[config.mk]
export PLATFORM = sky130hd
export DESIGN_NAME = gpib_listener
export DESIGN_NICKNAME = d
export VERILOG_FILES = /design/src/rtl/gpib_listener_pkg.sv /design/src/rtl/char_stream_if.sv /design/src/rtl/char_fifo.sv /design/src/rtl/char_decoder.sv /design/src/rtl/gpib_listener.sv
export SDC_FILE = /design/constraint.sdc
export NUM_CORES = 1
export LEC_CHECK = 0
export ABC_AREA = 1
export BUFFER_PORTS_ARGS = -buffer_cell sky130_fd_sc_hd__buf_4
export CORE_MARGIN = 2
export CORE_UTILIZATION = 40
export DETAILED_ROUTE_END_ITERATION = 6
export PLACE_DENSITY = 0.58
export SETUP_SLACK_MARGIN = 0.5
export SYNTH_ARGS = -nofsm -noshare
export SYNTH_HDL_FRONTEND = slang
export SYNTH_SLANG_ARGS = --single-unit
[constraint.sdc]
create_clock -name clk_i -period 2.5 [get_ports clk_i]
set_input_delay 0.25 -clock clk_i [delete_from_list [all_inputs] [get_ports clk_i]]
set_output_delay 0.25 -clock clk_i [all_outputs]
set_load 0.01 [all_outputs]
[src/rtl/gpib_listener_pkg.sv]
package gpib_listener_pkg;

    // clock rate and timing figures
    localparam int unsigned CLK_MHZ        = 250;
    localparam int unsigned SETTLE_MIN_NS  = 2000;   // least settling after data valid
    localparam int unsigned SETTLE_MAX_NS  = 3000;   // longest settling after data valid
    localparam int unsigned STROBE_NS      = 300;    // strobe width
    localparam int unsigned SETTLE_CYCLES  = (SETTLE_MIN_NS * CLK_MHZ + 999) / 1000;
    localparam int unsigned STROBE_CYCLES  = (STROBE_NS * CLK_MHZ) / 1000;

    // bus character codes (7-bit, true sense)
    localparam logic [6:0] CHAR_UNLISTEN   = 7'h3f;  // '?'
    localparam logic [6:0] CHAR_REMOTE_MK  = 7'h52;  // 'R'
    localparam logic [6:0] CHAR_LOCAL_MK   = 7'h4c;  // 'L'
    localparam logic [6:0] CHAR_MODE       = 7'h4d;  // 'M'
    localparam logic [6:0] CHAR_DIGIT1     = 7'h31;  // '1'
    localparam logic [6:0] CHAR_DIGIT4     = 7'h34;  // '4'
    localparam logic [1:0] LISTEN_GROUP    = 2'b01;  // bits 6:5 of a listen character

    // register map, byte addresses
    localparam logic [3:0] REG_CTRL        = 4'h0;
    localparam logic [3:0] REG_STATUS      = 4'h4;
    localparam logic [3:0] REG_DATA        = 4'h8;

    // field positions
    localparam int unsigned CTRL_ADDR_LSB  = 0;      // listen address, 5 bits
    localparam int unsigned ST_LISTEN      = 0;
    localparam int unsigned ST_REMOTE      = 1;
    localparam int unsigned ST_MARKER      = 2;
    localparam int unsigned ST_MODE_EN     = 3;
    localparam int unsigned ST_TUNE_EN     = 4;
    localparam int unsigned ST_FIFO_VALID  = 5;

    // reset values
    localparam logic [4:0] CTRL_ADDR_RST   = 5'h00;
    localparam logic [3:0] MODE_SEL_RST_N  = 4'hf;

    // acceptor handshake states
    typedef enum logic [1:0] {
        HS_IDLE,
        HS_SETTLE,
        HS_ACCEPTED
    } hs_state_t;

endpackage

[src/rtl/char_stream_if.sv]
`timescale 1ns/1ps
`default_nettype none
// carries accepted data characters from the acceptor's byte latch into the buffer
interface char_stream_if #(
    parameter int unsigned W = 8
);
    logic         valid;
    logic         ready;
    logic [W-1:0] data;

    modport source (output valid, output data, input ready);
    modport sink   (input valid, input data, output ready);
endinterface
`default_nettype wire

[src/rtl/char_fifo.sv]
`timescale 1ns/1ps
`default_nettype none
module char_fifo
    import gpib_listener_pkg::*;
#(
    parameter int unsigned WIDTH = 8,
    parameter int unsigned DEPTH = 8
) (
    // clock and reset
    input  wire logic             clk_i,
    input  wire logic             rst_i,
    // fill side
    char_stream_if.sink           in_if,
    // drain side
    output logic                  out_valid_o,
    input  wire logic             out_ready_i,
    output logic [WIDTH-1:0]      out_data_o
);
    localparam int unsigned AW = $clog2(DEPTH);

    typedef struct packed {
        logic [AW-1:0] wr;
        logic [AW-1:0] rd;
        logic [AW:0]   cnt;
    } fifo_state_t;

    fifo_state_t       s_q;
    fifo_state_t       s_d;
    logic [WIDTH-1:0]  mem_q [DEPTH];
    logic              push;
    logic              pop;

    // honest full and empty come straight from the count
    assign in_if.ready = (s_q.cnt != (AW+1)'(DEPTH));
    assign out_valid_o = (s_q.cnt != '0);
    assign out_data_o  = mem_q[s_q.rd];
    assign push        = in_if.valid && in_if.ready;
    assign pop         = out_valid_o && out_ready_i;

    // pointer and count update
    always_comb begin
        s_d = s_q;
        if (push) begin
            s_d.wr = (s_q.wr == AW'(DEPTH - 1)) ? '0 : s_q.wr + AW'(1);
        end
        if (pop) begin
            s_d.rd = (s_q.rd == AW'(DEPTH - 1)) ? '0 : s_q.rd + AW'(1);
        end
        case ({push, pop})
            2'b10:   s_d.cnt = s_q.cnt + (AW+1)'(1);
            2'b01:   s_d.cnt = s_q.cnt - (AW+1)'(1);
            default: s_d.cnt = s_q.cnt;
        endcase
    end

    always_ff @(posedge clk_i) begin
        if (rst_i) begin
            s_q <= '0;
        end else begin
            s_q <= s_d;
        end
    end

    // storage has no reset; the count guards it
    always_ff @(posedge clk_i) begin
        if (push) begin
            mem_q[s_q.wr] <= in_if.data;
        end
    end
endmodule
`default_nettype wire

[src/rtl/char_decoder.sv]
`timescale 1ns/1ps
`default_nettype none
module char_decoder
    import gpib_listener_pkg::*;
(
    // bus view, true sense
    input  wire logic       atn_i,
    input  wire logic [6:0] char_i,
    input  wire logic [4:0] my_addr_i,
    // decoded lines
    output logic            addr_match_o,
    output logic            listen_o,
    output logic            unlisten_o,
    output logic            remote_mk_o,
    output logic            local_mk_o,
    output logic            mode_o,
    output logic            digit_o,
    output logic [3:0]      mode_onehot_o
);
    logic in_digit;

    // command mode: only address, listen and unlisten may be true
    assign addr_match_o = atn_i && (char_i[4:0] == my_addr_i);          // RULE_17
    assign listen_o     = atn_i && (char_i[6:5] == LISTEN_GROUP)
                        && (char_i != CHAR_UNLISTEN);                   // RULE_18
    assign unlisten_o   = atn_i && (char_i == CHAR_UNLISTEN);           // RULE_18
    // data mode: one line per character
    assign remote_mk_o  = !atn_i && (char_i == CHAR_REMOTE_MK);         // RULE_19
    assign local_mk_o   = !atn_i && (char_i == CHAR_LOCAL_MK);          // RULE_19
    assign mode_o       = !atn_i && (char_i == CHAR_MODE);              // RULE_19
    assign in_digit     = (char_i >= CHAR_DIGIT1) && (char_i <= CHAR_DIGIT4);
    assign digit_o      = !atn_i && in_digit;                           // RULE_19

    // one-hot decode of the mode digit
    always_comb begin
        mode_onehot_o = 4'h0;
        if (digit_o) begin
            mode_onehot_o[char_i[1:0] - 2'd1] = 1'b1;
        end
    end
endmodule
`default_nettype wire

[src/rtl/gpib_listener.sv]
// Operation
// RULE_01: handshake enabled under ATN or while listening
// RULE_02: drive NRFD/NDAC only when enabled; invert data
// RULE_03: settle after DAV, then accept byte
// RULE_04: hold until DAV false, then release
// RULE_05: controller holds DAV until all accept
// RULE_06: short data strobe times every transfer
// RULE_07: strobe sets or clears listen state
// RULE_08: IFC low clears listen at once
// RULE_09: REN true with match or strobe: remote
// RULE_10: only REN false returns to local
// RULE_11: R sets marker, L clears it
// RULE_12: local clears marker; output inverted enable
// RULE_13: mode select held off until delayed strobe
// RULE_14: captured M forms delayed strobe
// RULE_15: digit after M drives one mode line
// RULE_16: digit 1-4 on delayed strobe enables tuning
// RULE_17: five-bit address compare under ATN
// RULE_18: command mode decodes listen and unlisten
// RULE_19: data mode decodes one line per character
`timescale 1ns/1ps
`default_nettype none
module gpib_listener
    import gpib_listener_pkg::*;
#(
    parameter int unsigned FIFO_DEPTH = 8
) (
    // clock and reset
    input  wire logic        clk_i,
    input  wire logic        rst_i,
    // wishbone slave
    input  wire logic        wb_cyc_i,
    input  wire logic        wb_stb_i,
    input  wire logic        wb_we_i,
    input  wire logic [3:0]  wb_adr_i,
    input  wire logic [3:0]  wb_sel_i,
    input  wire logic [31:0] wb_dat_i,
    output logic [31:0]      wb_dat_o,
    output logic             wb_ack_o,
    // bus pins, electrical level (low is true)
    input  wire logic [7:0]  dio_n_i,
    input  wire logic        atn_n_i,
    input  wire logic        dav_n_i,
    input  wire logic        ifc_n_i,
    input  wire logic        ren_n_i,
    output logic             nrfd_n_o,
    output logic             nrfd_oe_o,
    output logic             ndac_n_o,
    output logic             ndac_oe_o,
    // instrument control lines
    output logic             remote_o,
    output logic             remote_marker_en_n_o,
    output logic             mode_sel_en_o,
    output logic [3:0]       mode_sel_n_o,
    output logic             remote_tuning_enable_line_o,
    output logic             data_strobe_o
);
    typedef struct packed {
        hs_state_t   hs;
        logic [9:0]  cnt;
        logic        xfer;
        logic        strobe;
        logic [7:0]  strobe_cnt;
        logic        listen;
        logic        remote;
        logic        marker;
        logic        mode_armed;
        logic        mode_en;
        logic [3:0]  mode_sel_n;
        logic        tune_en;
        logic [4:0]  my_addr;
        logic        ack;
        logic [31:0] rdata;
        logic [7:0]  rx;
        logic        rx_atn;
    } state_t;

    state_t      s_q;
    state_t      s_d;
    logic        atn;
    logic        hs_en_n;
    logic [7:0]  chr;
    logic        addr_match;
    logic        dec_listen;
    logic        dec_unlisten;
    logic        dec_rmk;
    logic        dec_lmk;
    logic        dec_mode;
    logic        dec_digit;
    logic [3:0]  dec_onehot;
    logic        dly_strobe;
    logic        wb_req;
    logic        fifo_out_valid;
    logic        fifo_pop;
    logic [7:0]  fifo_out_data;

    char_stream_if #(.W(8)) acc_if ();

    // transceivers invert the bus: low on a line is a true bit
    assign chr     = ~dio_n_i;                                         // RULE_02
    assign atn     = !atn_n_i;
    assign hs_en_n = !(atn || s_q.listen);                             // RULE_01

    // the decoder does both command and data mode; it sees the byte latched at
    // acceptance, since the controller may move the lines once it sees the accept
    char_decoder u_dec (
        .atn_i         (s_q.rx_atn),
        .char_i        (s_q.rx[6:0]),
        .my_addr_i     (s_q.my_addr),
        .addr_match_o  (addr_match),
        .listen_o      (dec_listen),
        .unlisten_o    (dec_unlisten),
        .remote_mk_o   (dec_rmk),
        .local_mk_o    (dec_lmk),
        .mode_o        (dec_mode),
        .digit_o       (dec_digit),
        .mode_onehot_o (dec_onehot)
    );

    // accepted data characters queue for software; a full queue stalls acceptance
    assign acc_if.data  = s_q.rx;
    assign acc_if.valid = s_q.strobe && !s_q.rx_atn && (s_q.strobe_cnt == 8'd0);

    char_fifo #(.WIDTH(8), .DEPTH(FIFO_DEPTH)) u_fifo (
        .clk_i       (clk_i),
        .rst_i       (rst_i),
        .in_if       (acc_if),
        .out_valid_o (fifo_out_valid),
        .out_ready_i (fifo_pop),
        .out_data_o  (fifo_out_data)
    );

    // handshake pins: drive only while enabled
    assign nrfd_oe_o = !hs_en_n;                                       // RULE_02
    assign ndac_oe_o = !hs_en_n;                                       // RULE_02
    // before acceptance: not ready false while the queue has room, not accepted true
    assign nrfd_n_o  = !s_q.xfer && acc_if.ready;                      // RULE_03
    assign ndac_n_o  = s_q.xfer;                                       // RULE_03

    assign dly_strobe = s_q.strobe && s_q.mode_armed;                  // RULE_14

    assign wb_req   = wb_cyc_i && wb_stb_i && !s_q.ack;
    assign fifo_pop = wb_req && !wb_we_i && (wb_adr_i == REG_DATA);

    // outputs from flip-flops
    assign wb_ack_o                    = s_q.ack;
    assign wb_dat_o                    = s_q.rdata;
    assign remote_o                    = s_q.remote;
    assign remote_marker_en_n_o        = !s_q.marker;                  // RULE_12
    assign mode_sel_en_o               = s_q.mode_en;
    assign mode_sel_n_o                = s_q.mode_sel_n;
    assign remote_tuning_enable_line_o = s_q.tune_en;
    assign data_strobe_o               = s_q.strobe;

    // next state
    always_comb begin
        s_d     = s_q;
        s_d.ack = 1'b0;

        // acceptor handshake; a full queue holds off the settle count
        case (s_q.hs)
            HS_IDLE: begin
                if (!dav_n_i && !hs_en_n && acc_if.ready) begin
                    s_d.hs  = HS_SETTLE;
                    s_d.cnt = '0;
                end
            end
            HS_SETTLE: begin
                if (dav_n_i) begin
                    s_d.hs = HS_IDLE;
                end else if (s_q.cnt == 10'(SETTLE_CYCLES - 1)) begin
                    s_d.hs         = HS_ACCEPTED;                      // RULE_03
                    s_d.xfer       = 1'b1;                             // RULE_03
                    s_d.strobe     = s_q.listen || atn;                // RULE_06
                    s_d.strobe_cnt = 8'(STROBE_CYCLES - 1);
                    s_d.rx         = chr;
                    s_d.rx_atn     = atn;
                end else begin
                    s_d.cnt = s_q.cnt + 10'd1;
                end
            end
            HS_ACCEPTED: begin
                if (dav_n_i) begin
                    s_d.hs   = HS_IDLE;                                // RULE_04
                    s_d.xfer = 1'b0;                                   // RULE_04
                end
            end
            default: s_d.hs = HS_IDLE;
        endcase

        // strobe width counter; trailing edge captures the M marker
        if (s_q.strobe) begin
            if (s_q.strobe_cnt == 8'd0) begin
                s_d.strobe     = 1'b0;
                s_d.mode_armed = dec_mode;                             // RULE_14
            end else begin
                s_d.strobe_cnt = s_q.strobe_cnt - 8'd1;
            end
        end

        // strobe-timed state, sampled on its last cycle
        if (s_q.strobe && s_q.strobe_cnt == 8'd0) begin
            if (addr_match && !dec_unlisten) begin
                s_d.listen = 1'b1;                                     // RULE_07
            end else if (!addr_match && dec_unlisten) begin
                s_d.listen = 1'b0;                                     // RULE_07
            end
            if (dec_rmk) begin
                s_d.marker = 1'b1;                                     // RULE_11
            end else if (dec_lmk) begin
                s_d.marker = 1'b0;                                     // RULE_11
            end
            if (dly_strobe) begin
                s_d.tune_en = dec_digit;                               // RULE_16
                // a non-digit after M leaves the lines alone, never enabled with none low
                if (dec_digit) begin
                    s_d.mode_en    = 1'b1;                             // RULE_15
                    s_d.mode_sel_n = ~dec_onehot;                      // RULE_15
                end
            end
        end

        // remote state: REN is the only way back to local
        if (ren_n_i) begin
            s_d.remote     = 1'b0;                                     // RULE_10
            s_d.marker     = 1'b0;                                     // RULE_12
            s_d.mode_en    = 1'b0;
            s_d.mode_sel_n = MODE_SEL_RST_N;
        end else if (addr_match || s_q.strobe) begin
            s_d.remote = 1'b1;                                         // RULE_09
        end
        // entering remote holds local mode select off until a delayed strobe
        if (!ren_n_i && !s_q.remote && s_d.remote) begin
            s_d.mode_en = 1'b0;                                        // RULE_13
        end

        // interface clear wins over any strobe
        if (!ifc_n_i) begin
            s_d.listen = 1'b0;                                         // RULE_08
        end

        // wishbone slave, answer one cycle after request
        if (wb_req) begin
            s_d.ack   = 1'b1;
            s_d.rdata = '0;
            case (wb_adr_i)
                REG_CTRL: begin
                    if (wb_we_i && wb_sel_i[0]) begin
                        s_d.my_addr = wb_dat_i[CTRL_ADDR_LSB +: 5];
                    end
                    s_d.rdata[CTRL_ADDR_LSB +: 5] = s_q.my_addr;
                end
                REG_STATUS: begin
                    s_d.rdata[ST_LISTEN]     = s_q.listen;
                    s_d.rdata[ST_REMOTE]     = s_q.remote;
                    s_d.rdata[ST_MARKER]     = s_q.marker;
                    s_d.rdata[ST_MODE_EN]    = s_q.mode_en;
                    s_d.rdata[ST_TUNE_EN]    = s_q.tune_en;
                    s_d.rdata[ST_FIFO_VALID] = fifo_out_valid;
                end
                REG_DATA: begin
                    s_d.rdata[7:0] = fifo_out_valid ? fifo_out_data : 8'h00;
                end
                default: s_d.rdata = '0;
            endcase
        end
    end

    // single register for all state but the queue's; power loss is modelled by rst_i
    always_ff @(posedge clk_i) begin
        if (rst_i) begin
            s_q            <= '0;                                      // RULE_08
            s_q.hs         <= HS_IDLE;
            s_q.my_addr    <= CTRL_ADDR_RST;
            s_q.mode_sel_n <= MODE_SEL_RST_N;
        end else begin
            s_q <= s_d;
        end
    end
endmodule
`default_nettype wire

==> impl_metrics.env, run 1 <==
export IMPL_cpPeakStageDelay_ns=0.32
export IMPL_yosys_cell_types_count=35
export IMPL_p_leak_uw=0.00307
export IMPL_synth_edf_count=64
export IMPL_grt_pass1_wl_mm=24.1
export IMPL_antenna_cells=0
export IMPL_critPathMaxFanout=3
export IMPL_crit_buf_inv=2
export IMPL_wire_per_inst_um=15.0
export IMPL_hold_viol_final=0
export IMPL_crit_family="simple AND/OR/NAND/NOR gates"
export IMPL_power_frac_comb_pct=3.0
export IMPL_cp_cell_sequence="inv_2, ha_4, nand3_4, nor3_4, nand2_4, nor2_8, nand2_4, ha_4, xor2_4, ha_4, a21oi_2, xnor2_1, o21ai_1, inv_1"
export IMPL_rows=45
export IMPL_dpl_worst_slack_ns=0.142
export IMPL_clockBufferDepth=2
export IMPL_slew_headroom_pct=54.2
export IMPL_syn_area_per_cell_sq_um=8.57
export IMPL_holdWs_ns=0.0909
export IMPL_clock_latency_ns=0.41
export IMPL_rsz0062_at_grt="true"
export IMPL_die_area_sq_um=16600
export IMPL_final_cells=991
export IMPL_critPathKind="flop to flop"
export IMPL_finalWirelength_mm=14.9
export IMPL_synthArstFlopShare_pct=0
export IMPL_outcome="finished, final reports clean"
export IMPL_layout_commonest_cell="nor2_1"
export IMPL_die_h_um=129
export IMPL_finalWorstSetupSlack_ns=0.420
export IMPL_cp_end_kind="flop"
export IMPL_arrival_ns=2.39
export IMPL_ys_warn_count=0
export IMPL_ys_seq_area_share_pct=52.8
export IMPL_power_frac_seq_pct=44.6
export IMPL_powerDensity_nw_per_um2=665
export IMPL_timing_fmax_mhz=481
export IMPL_antenna_left=0
export IMPL_fin_nets=858
export IMPL_cp_start_kind="flop"
export IMPL_synthesis_instances=726
export IMPL_layout_worst_path_cycle_share_pct=83.2
export IMPL_slowest_stage="dfxtp_2"
export IMPL_netlist_area_leader_share_pct=30.9
export IMPL_clockPowerShare_pct=52.4
export IMPL_viasPerCell=5.08
export IMPL_fin_skew_ns=0.00878
export IMPL_grt_max_degree=33
export IMPL_grt_ovfl_total=0
export IMPL_yosys_area_top_type="edfxtp_1"
export IMPL_power_switching_uw=1060
export IMPL_layout_common_cells="97 x nor2_1, 96 x nand2_1, 80 x inv_1"
export IMPL_track_usage_pct=18.7
export IMPL_cts_buffers_inserted=17
export IMPL_clock_sinks=132
export IMPL_fin_setup_tns_ns=0
export IMPL_place_area_sq_um=6760
export IMPL_peakVddDrop_uv=511
export IMPL_swShare_pct=21.0
export IMPL_h_tree_depth=4
export IMPL_dp_hpwl_mm=10.3
export IMPL_dp_cells=947
export IMPL_root_buffer="clkbuf_16"
export IMPL_cp_common_cell="ha_4"
export IMPL_syn_cell_area_sq_um=6220
export IMPL_required_ns=2.81
export IMPL_synth_seq_cells=132
export IMPL_portBuffers=48
export IMPL_io_pins=103
export IMPL_antenna_found_initial=0
export IMPL_first_global_vias=4877
export IMPL_initial_core_util_pct=40.9
export IMPL_synthToLayoutAreaGrowth_pct=22.2
export IMPL_cts_tree="yes"
export IMPL_finalSetupViolCount=0
export IMPL_design_area_sq_um=7600
export IMPL_max_cap_viol_count=0
export IMPL_slew_viol_final=0
export IMPL_die_width_um=129
export IMPL_ys_flop_type="dfxtp_1"
export IMPL_hp_class="input pin to flop"
export IMPL_drive_gt1_share_pct=18.9
export IMPL_path_clk_slew_ns=0.06
export IMPL_globalplace_congestion=0.856
export IMPL_drtIter0Drc=383
export IMPL_core_area_sq_um=15200
export IMPL_vias=5032
export IMPL_internal_power_uw=3990
export IMPL_fill_cells=1434
export IMPL_ys_top_cells_by_area="edfxtp_1 31%, dfxtp_1 22%, nor2_1 6.2%"
export IMPL_route_detailed_drc=0
export IMPL_worst_slew_pin_slew_ns=0.686
export IMPL_layout_min_cycle_time_ns=2.08
export IMPL_first_pass_iters=5
export IMPL_hold_buffers=0
==> routing by layer <==
layer	share of wire, %	wire length (um)	up-vias	GRT usage, %
met3	4.9	728	26	4.03
li1	-	-	2492	-
met4	2.1	318	0	8.89
met5	0	0	-	0
met2	49	7230	152	30.2
met1	44	6600	2362	23.8
==> final cells by class <==
class / instances / area [sq um] / area share [%]
multi-input combinational: 475 / 2500 / 33.0
inverter: 87 / 328 / 4.31
clock buffer: 18 / 429 / 5.65
tap: 188 / 235 / 3.09
timing repair buffer: 77 / 607 / 7.98
clock inverter: 14 / 200 / 2.63
sequential: 132 / 3300 / 43.4
==> power by group through the flow <==
stage	sequential, uW	combinational [uW]	clock [uW]
2_1_floorplan	2300	111	0
3_3_place_gp	2300	147	0
3_5_place_dp	2310	148	0
4_1_cts	2260	149	2680
5_1_grt	2260	167	2790
6_report	2260	151	2650
==> registers in the layout, indices dropped and copies added, names as in the netlist, named ones only <==
register,flops
data_strobe_o,1
u_fifo.mem_q,64
s_q,29
acc_if.data,8
ndac_n_o,1
wb_ack_o,1
wb_dat_o,8
mode_sel_n_o,4
remote_o,1
u_fifo.s_q,10
mode_sel_en_o,1
remote_tuning_enable_line_o,1
==> path summary, 6_finish.rpt <==
check	cells past startpoint	start	to	slack, ns
setup / recovery	14	s_q[57]	u_fifo.s_q[2]	0.42
hold reg to reg	2	mode_sel_n_o[1]	mode_sel_n_o[1]	0.46
setup reg to reg	14	s_q[57]	u_fifo.s_q[2]	0.42
hold / removal	3	ifc_n_i	s_q[56]	0.09
==> repair_timing <==
item	in CTS	in global routing
endpoints found under the setup margin	69	71
resized for setup	8	12
pin swaps	7	3
setup buffers	5	7
==> per-stage QoR <==
step,util (%),power [uW]
6_report,50.0,5050
5_1_grt,50.0,5210
4_1_cts,49.1,5090
3_5_place_dp,44.5,2450
3_3_place_gp,44.5,2450
2_1_floorplan,-,2410
==> cell families after synthesis <==
family | count (synthesis) | share of synthesized area (%)
and+or+nand+nor | 295 | 21.3
buffers and inverters | 142 | 10.9
AOI/OAI and AO/OA | 138 | 11.8
DFF | 132 | 52.8
adders and majority gates | 11 | 2.21
xor gates and xnor gates | 7 | 0.985
other | 1 | 0.0603
==> Yosys cell counts (2+ instances only) <==
master,number
o21ai_0,63
nor2_1,102
nand3_1,61
o211ai_1,12
inv_2,4
nand2_2,5
nand4_1,7
nand2_4,2
xor2_1,6
nand2_1,96
nor2_2,3
a211oi_1,2
nand4_2,2
buf_4,37
buf_2,2
nor3_1,8
a21oi_1,53
ha_1,11
edfxtp_1,64
clkbuf_1,16
nor3b_1,2
inv_1,82
o22ai_1,7
dfxtp_1,68
==> worst register-to-register path, stage by stage, from the launching register on <==
cell and delay [ns]:
dfxtp_2 0.32, inv_2 0.08, ha_4 0.14, nand3_4 0.06, nor3_4 0.17, nand2_4 0.10, nor2_8 0.11, nand2_4 0.08
ha_4 0.21, xor2_4 0.17, ha_4 0.16, a21oi_2 0.12, xnor2_1 0.09, o21ai_1 0.11, inv_1 0.04
Power figures use the tool's default switching activity.
==> run 2: changes to the inputs <==
==> constraint.sdc (replaced) <==
create_clock -name clk_i -period 2 [get_ports clk_i]
set_input_delay 0.2 -clock clk_i [delete_from_list [all_inputs] [get_ports clk_i]]
set_output_delay 0.2 -clock clk_i [all_outputs]
set_load 0.01 [all_outputs]
==> impl_metrics.env, run 2 (synthesized netlist as in run 1, its figures left out) <==
export IMPL_outcome="finished with violations"
export IMPL_failed_checks="setup timing"
export IMPL_h_tree_depth=4
export IMPL_die_h_um=129
export IMPL_layout_worst_path_cycle_share_pct=101
export IMPL_first_pass_iters=5
export IMPL_arrival_ns=2.12
export IMPL_antenna_found_initial=0
export IMPL_die_area_sq_um=16600
export IMPL_clockPowerShare_pct=52.0
export IMPL_required_ns=2.10
export IMPL_fill_cells=1263
export IMPL_cp_cell_sequence="inv_2, ha_4, nand3_4, nor3_4, nand2_4, nor2_8, nand2_4, buf_4, or2_4, nor2_4"
export IMPL_powerDensity_nw_per_um2=732
export IMPL_power_frac_seq_pct=44.0
export IMPL_cp_start_kind="flop"
export IMPL_drive_gt1_share_pct=36.3
export IMPL_hold_viol_final=0
export IMPL_cts_buffers_inserted=17
export IMPL_grt_max_degree=33
export IMPL_fin_setup_tns_ns=-0.232
export IMPL_rows=45
export IMPL_critPathKind="flop to flop"
export IMPL_layout_commonest_cell="buf_4"
export IMPL_cpPeakStageDelay_ns=0.32
export IMPL_finalWirelength_mm=17.4
export IMPL_internal_power_uw=5020
export IMPL_finalSetupViolCount=17
export IMPL_swShare_pct=21.6
export IMPL_cts_tree="yes"
export IMPL_slowest_stage="dfxtp_2"
export IMPL_grt_pass1_wl_mm=26.2
export IMPL_route_detailed_drc=0
export IMPL_first_global_vias=5276
export IMPL_slew_viol_final=0
export IMPL_globalplace_congestion=0.851
export IMPL_peakVddDrop_uv=610
export IMPL_design_area_sq_um=8740
export IMPL_portBuffers=48
export IMPL_root_buffer="clkbuf_16"
export IMPL_vias=5457
export IMPL_place_area_sq_um=7000
export IMPL_power_switching_uw=1380
export IMPL_path_clk_slew_ns=0.06
export IMPL_clockBufferDepth=2
export IMPL_io_pins=103
export IMPL_dp_hpwl_mm=11.1
export IMPL_drtIter0Drc=402
export IMPL_cp_end_kind="flop"
export IMPL_grt_ovfl_total=0
export IMPL_holdWs_ns=0.0367
export IMPL_synthToLayoutAreaGrowth_pct=40.5
export IMPL_top_regs="u_fifo.mem_q (64), s_q (29), u_fifo.s_q (10)"
export IMPL_max_cap_viol_count=0
export IMPL_initial_core_util_pct=40.9
export IMPL_fin_nets=930
export IMPL_layout_min_cycle_time_ns=2.02
export IMPL_timing_fmax_mhz=495
export IMPL_layout_common_cells="110 x buf_4, 85 x nor2_1, 82 x nand2_1"
export IMPL_largest_reg_flops=64
export IMPL_wire_per_inst_um=16.4
export IMPL_cp_common_cell="nand2_4"
export IMPL_clock_latency_ns=0.42
export IMPL_antenna_cells=0
export IMPL_finalWorstSetupSlack_ns=-0.0205
export IMPL_power_frac_comb_pct=4.0
export IMPL_top_register="u_fifo.mem_q"
export IMPL_viasPerCell=5.13
export IMPL_hp_class="input pin to flop"
export IMPL_fin_skew_ns=0.00845
export IMPL_critPathMaxFanout=8
export IMPL_p_leak_uw=0.00351
export IMPL_clock_sinks=132
export IMPL_die_width_um=129
export IMPL_rsz0062_at_grt="true"
export IMPL_core_area_sq_um=15200
export IMPL_track_usage_pct=20.5
export IMPL_antenna_left=0
==> run 2: cell count changes in the layout (fill, tap and decap cells not counted), sizes merged <==
| cell | previous run | this run |
|---|---|---|
| buf | 77 | 147 |
| clkinvlp | 1 | 2 |
| inv | 91 | 90 |
| nand2 | 103 | 104 |
| nand3 | 62 | 63 |
==> run 2: final cells by class <==
type	count	area, sq um	share of cell area, %
clock buffers	18	429	4.91
multi-input cells	477	2910	33.3
repair buffers	147	1300	14.9
inverters	87	345	3.95
clock inverters	14	200	2.29
flip-flops and latches	132	3320	38.0
well taps	188	235	2.69
==> run 2: critical path: cells and delay by family (launching register included) <==
family                     cells  cell delay (ns)
DFF                            1             0.32
and+or+nand+nor                7             1.03
buffers and inverters          2             0.21
adders and majority gates      1             0.13
==> run 2: final timing paths <==
path,slack (ns),depth (start not counted),startpoint,end
worst max-delay path,-0.02,10,s_q[57],u_fifo.mem_q[6][1]
worst min-delay path,0.04,3,ifc_n_i,s_q[56]
worst max register to register,-0.02,10,s_q[57],u_fifo.mem_q[6][1]
worst min register to register,0.48,2,mode_sel_n_o[0],mode_sel_n_o[0]
==> run 2: layer usage <==
| layer | track usage (%) | part of all wire, % |
|---|---|---|
| met1 | 26.0 | 44 |
| met3 | 4.99 | 4.0 |
| met2 | 33.2 | 49 |
| met4 | 9.14 | 2.6 |
| met5 | 0 | 0 |
==> run 2: timing repair <==
action / CTS / global route
pin swaps: 34 / 35
gates resized for setup: 85 / 110
cloned: 1 / 1
setup buffers: 33 / 24
hold buffers: 0 / 0
endpoints found under the setup margin: 125 / 126
==> run 2: stage by stage <==
step	utilization, %	setup slack [ns]	total power (uW)	cells
2_1_floorplan	-	-0.169	3020	749
3_3_place_gp	46.1	-0.0799	3070	972
3_5_place_dp	46.1	-0.129	3070	972
4_1_cts	54.0	-0.0107	6390	1038
5_1_grt	57.5	-0.132	6580	1063
6_report	57.5	-0.0205	6400	1063
==> run 2: power groups by stage <==
stage	sequential (uW)	clock [uW]	combinational, uW
2_1_floorplan	2880	0	139
3_3_place_gp	2880	0	187
3_5_place_dp	2880	0	187
4_1_cts	2820	3360	207
5_1_grt	2820	3480	276
6_report	2820	3320	257
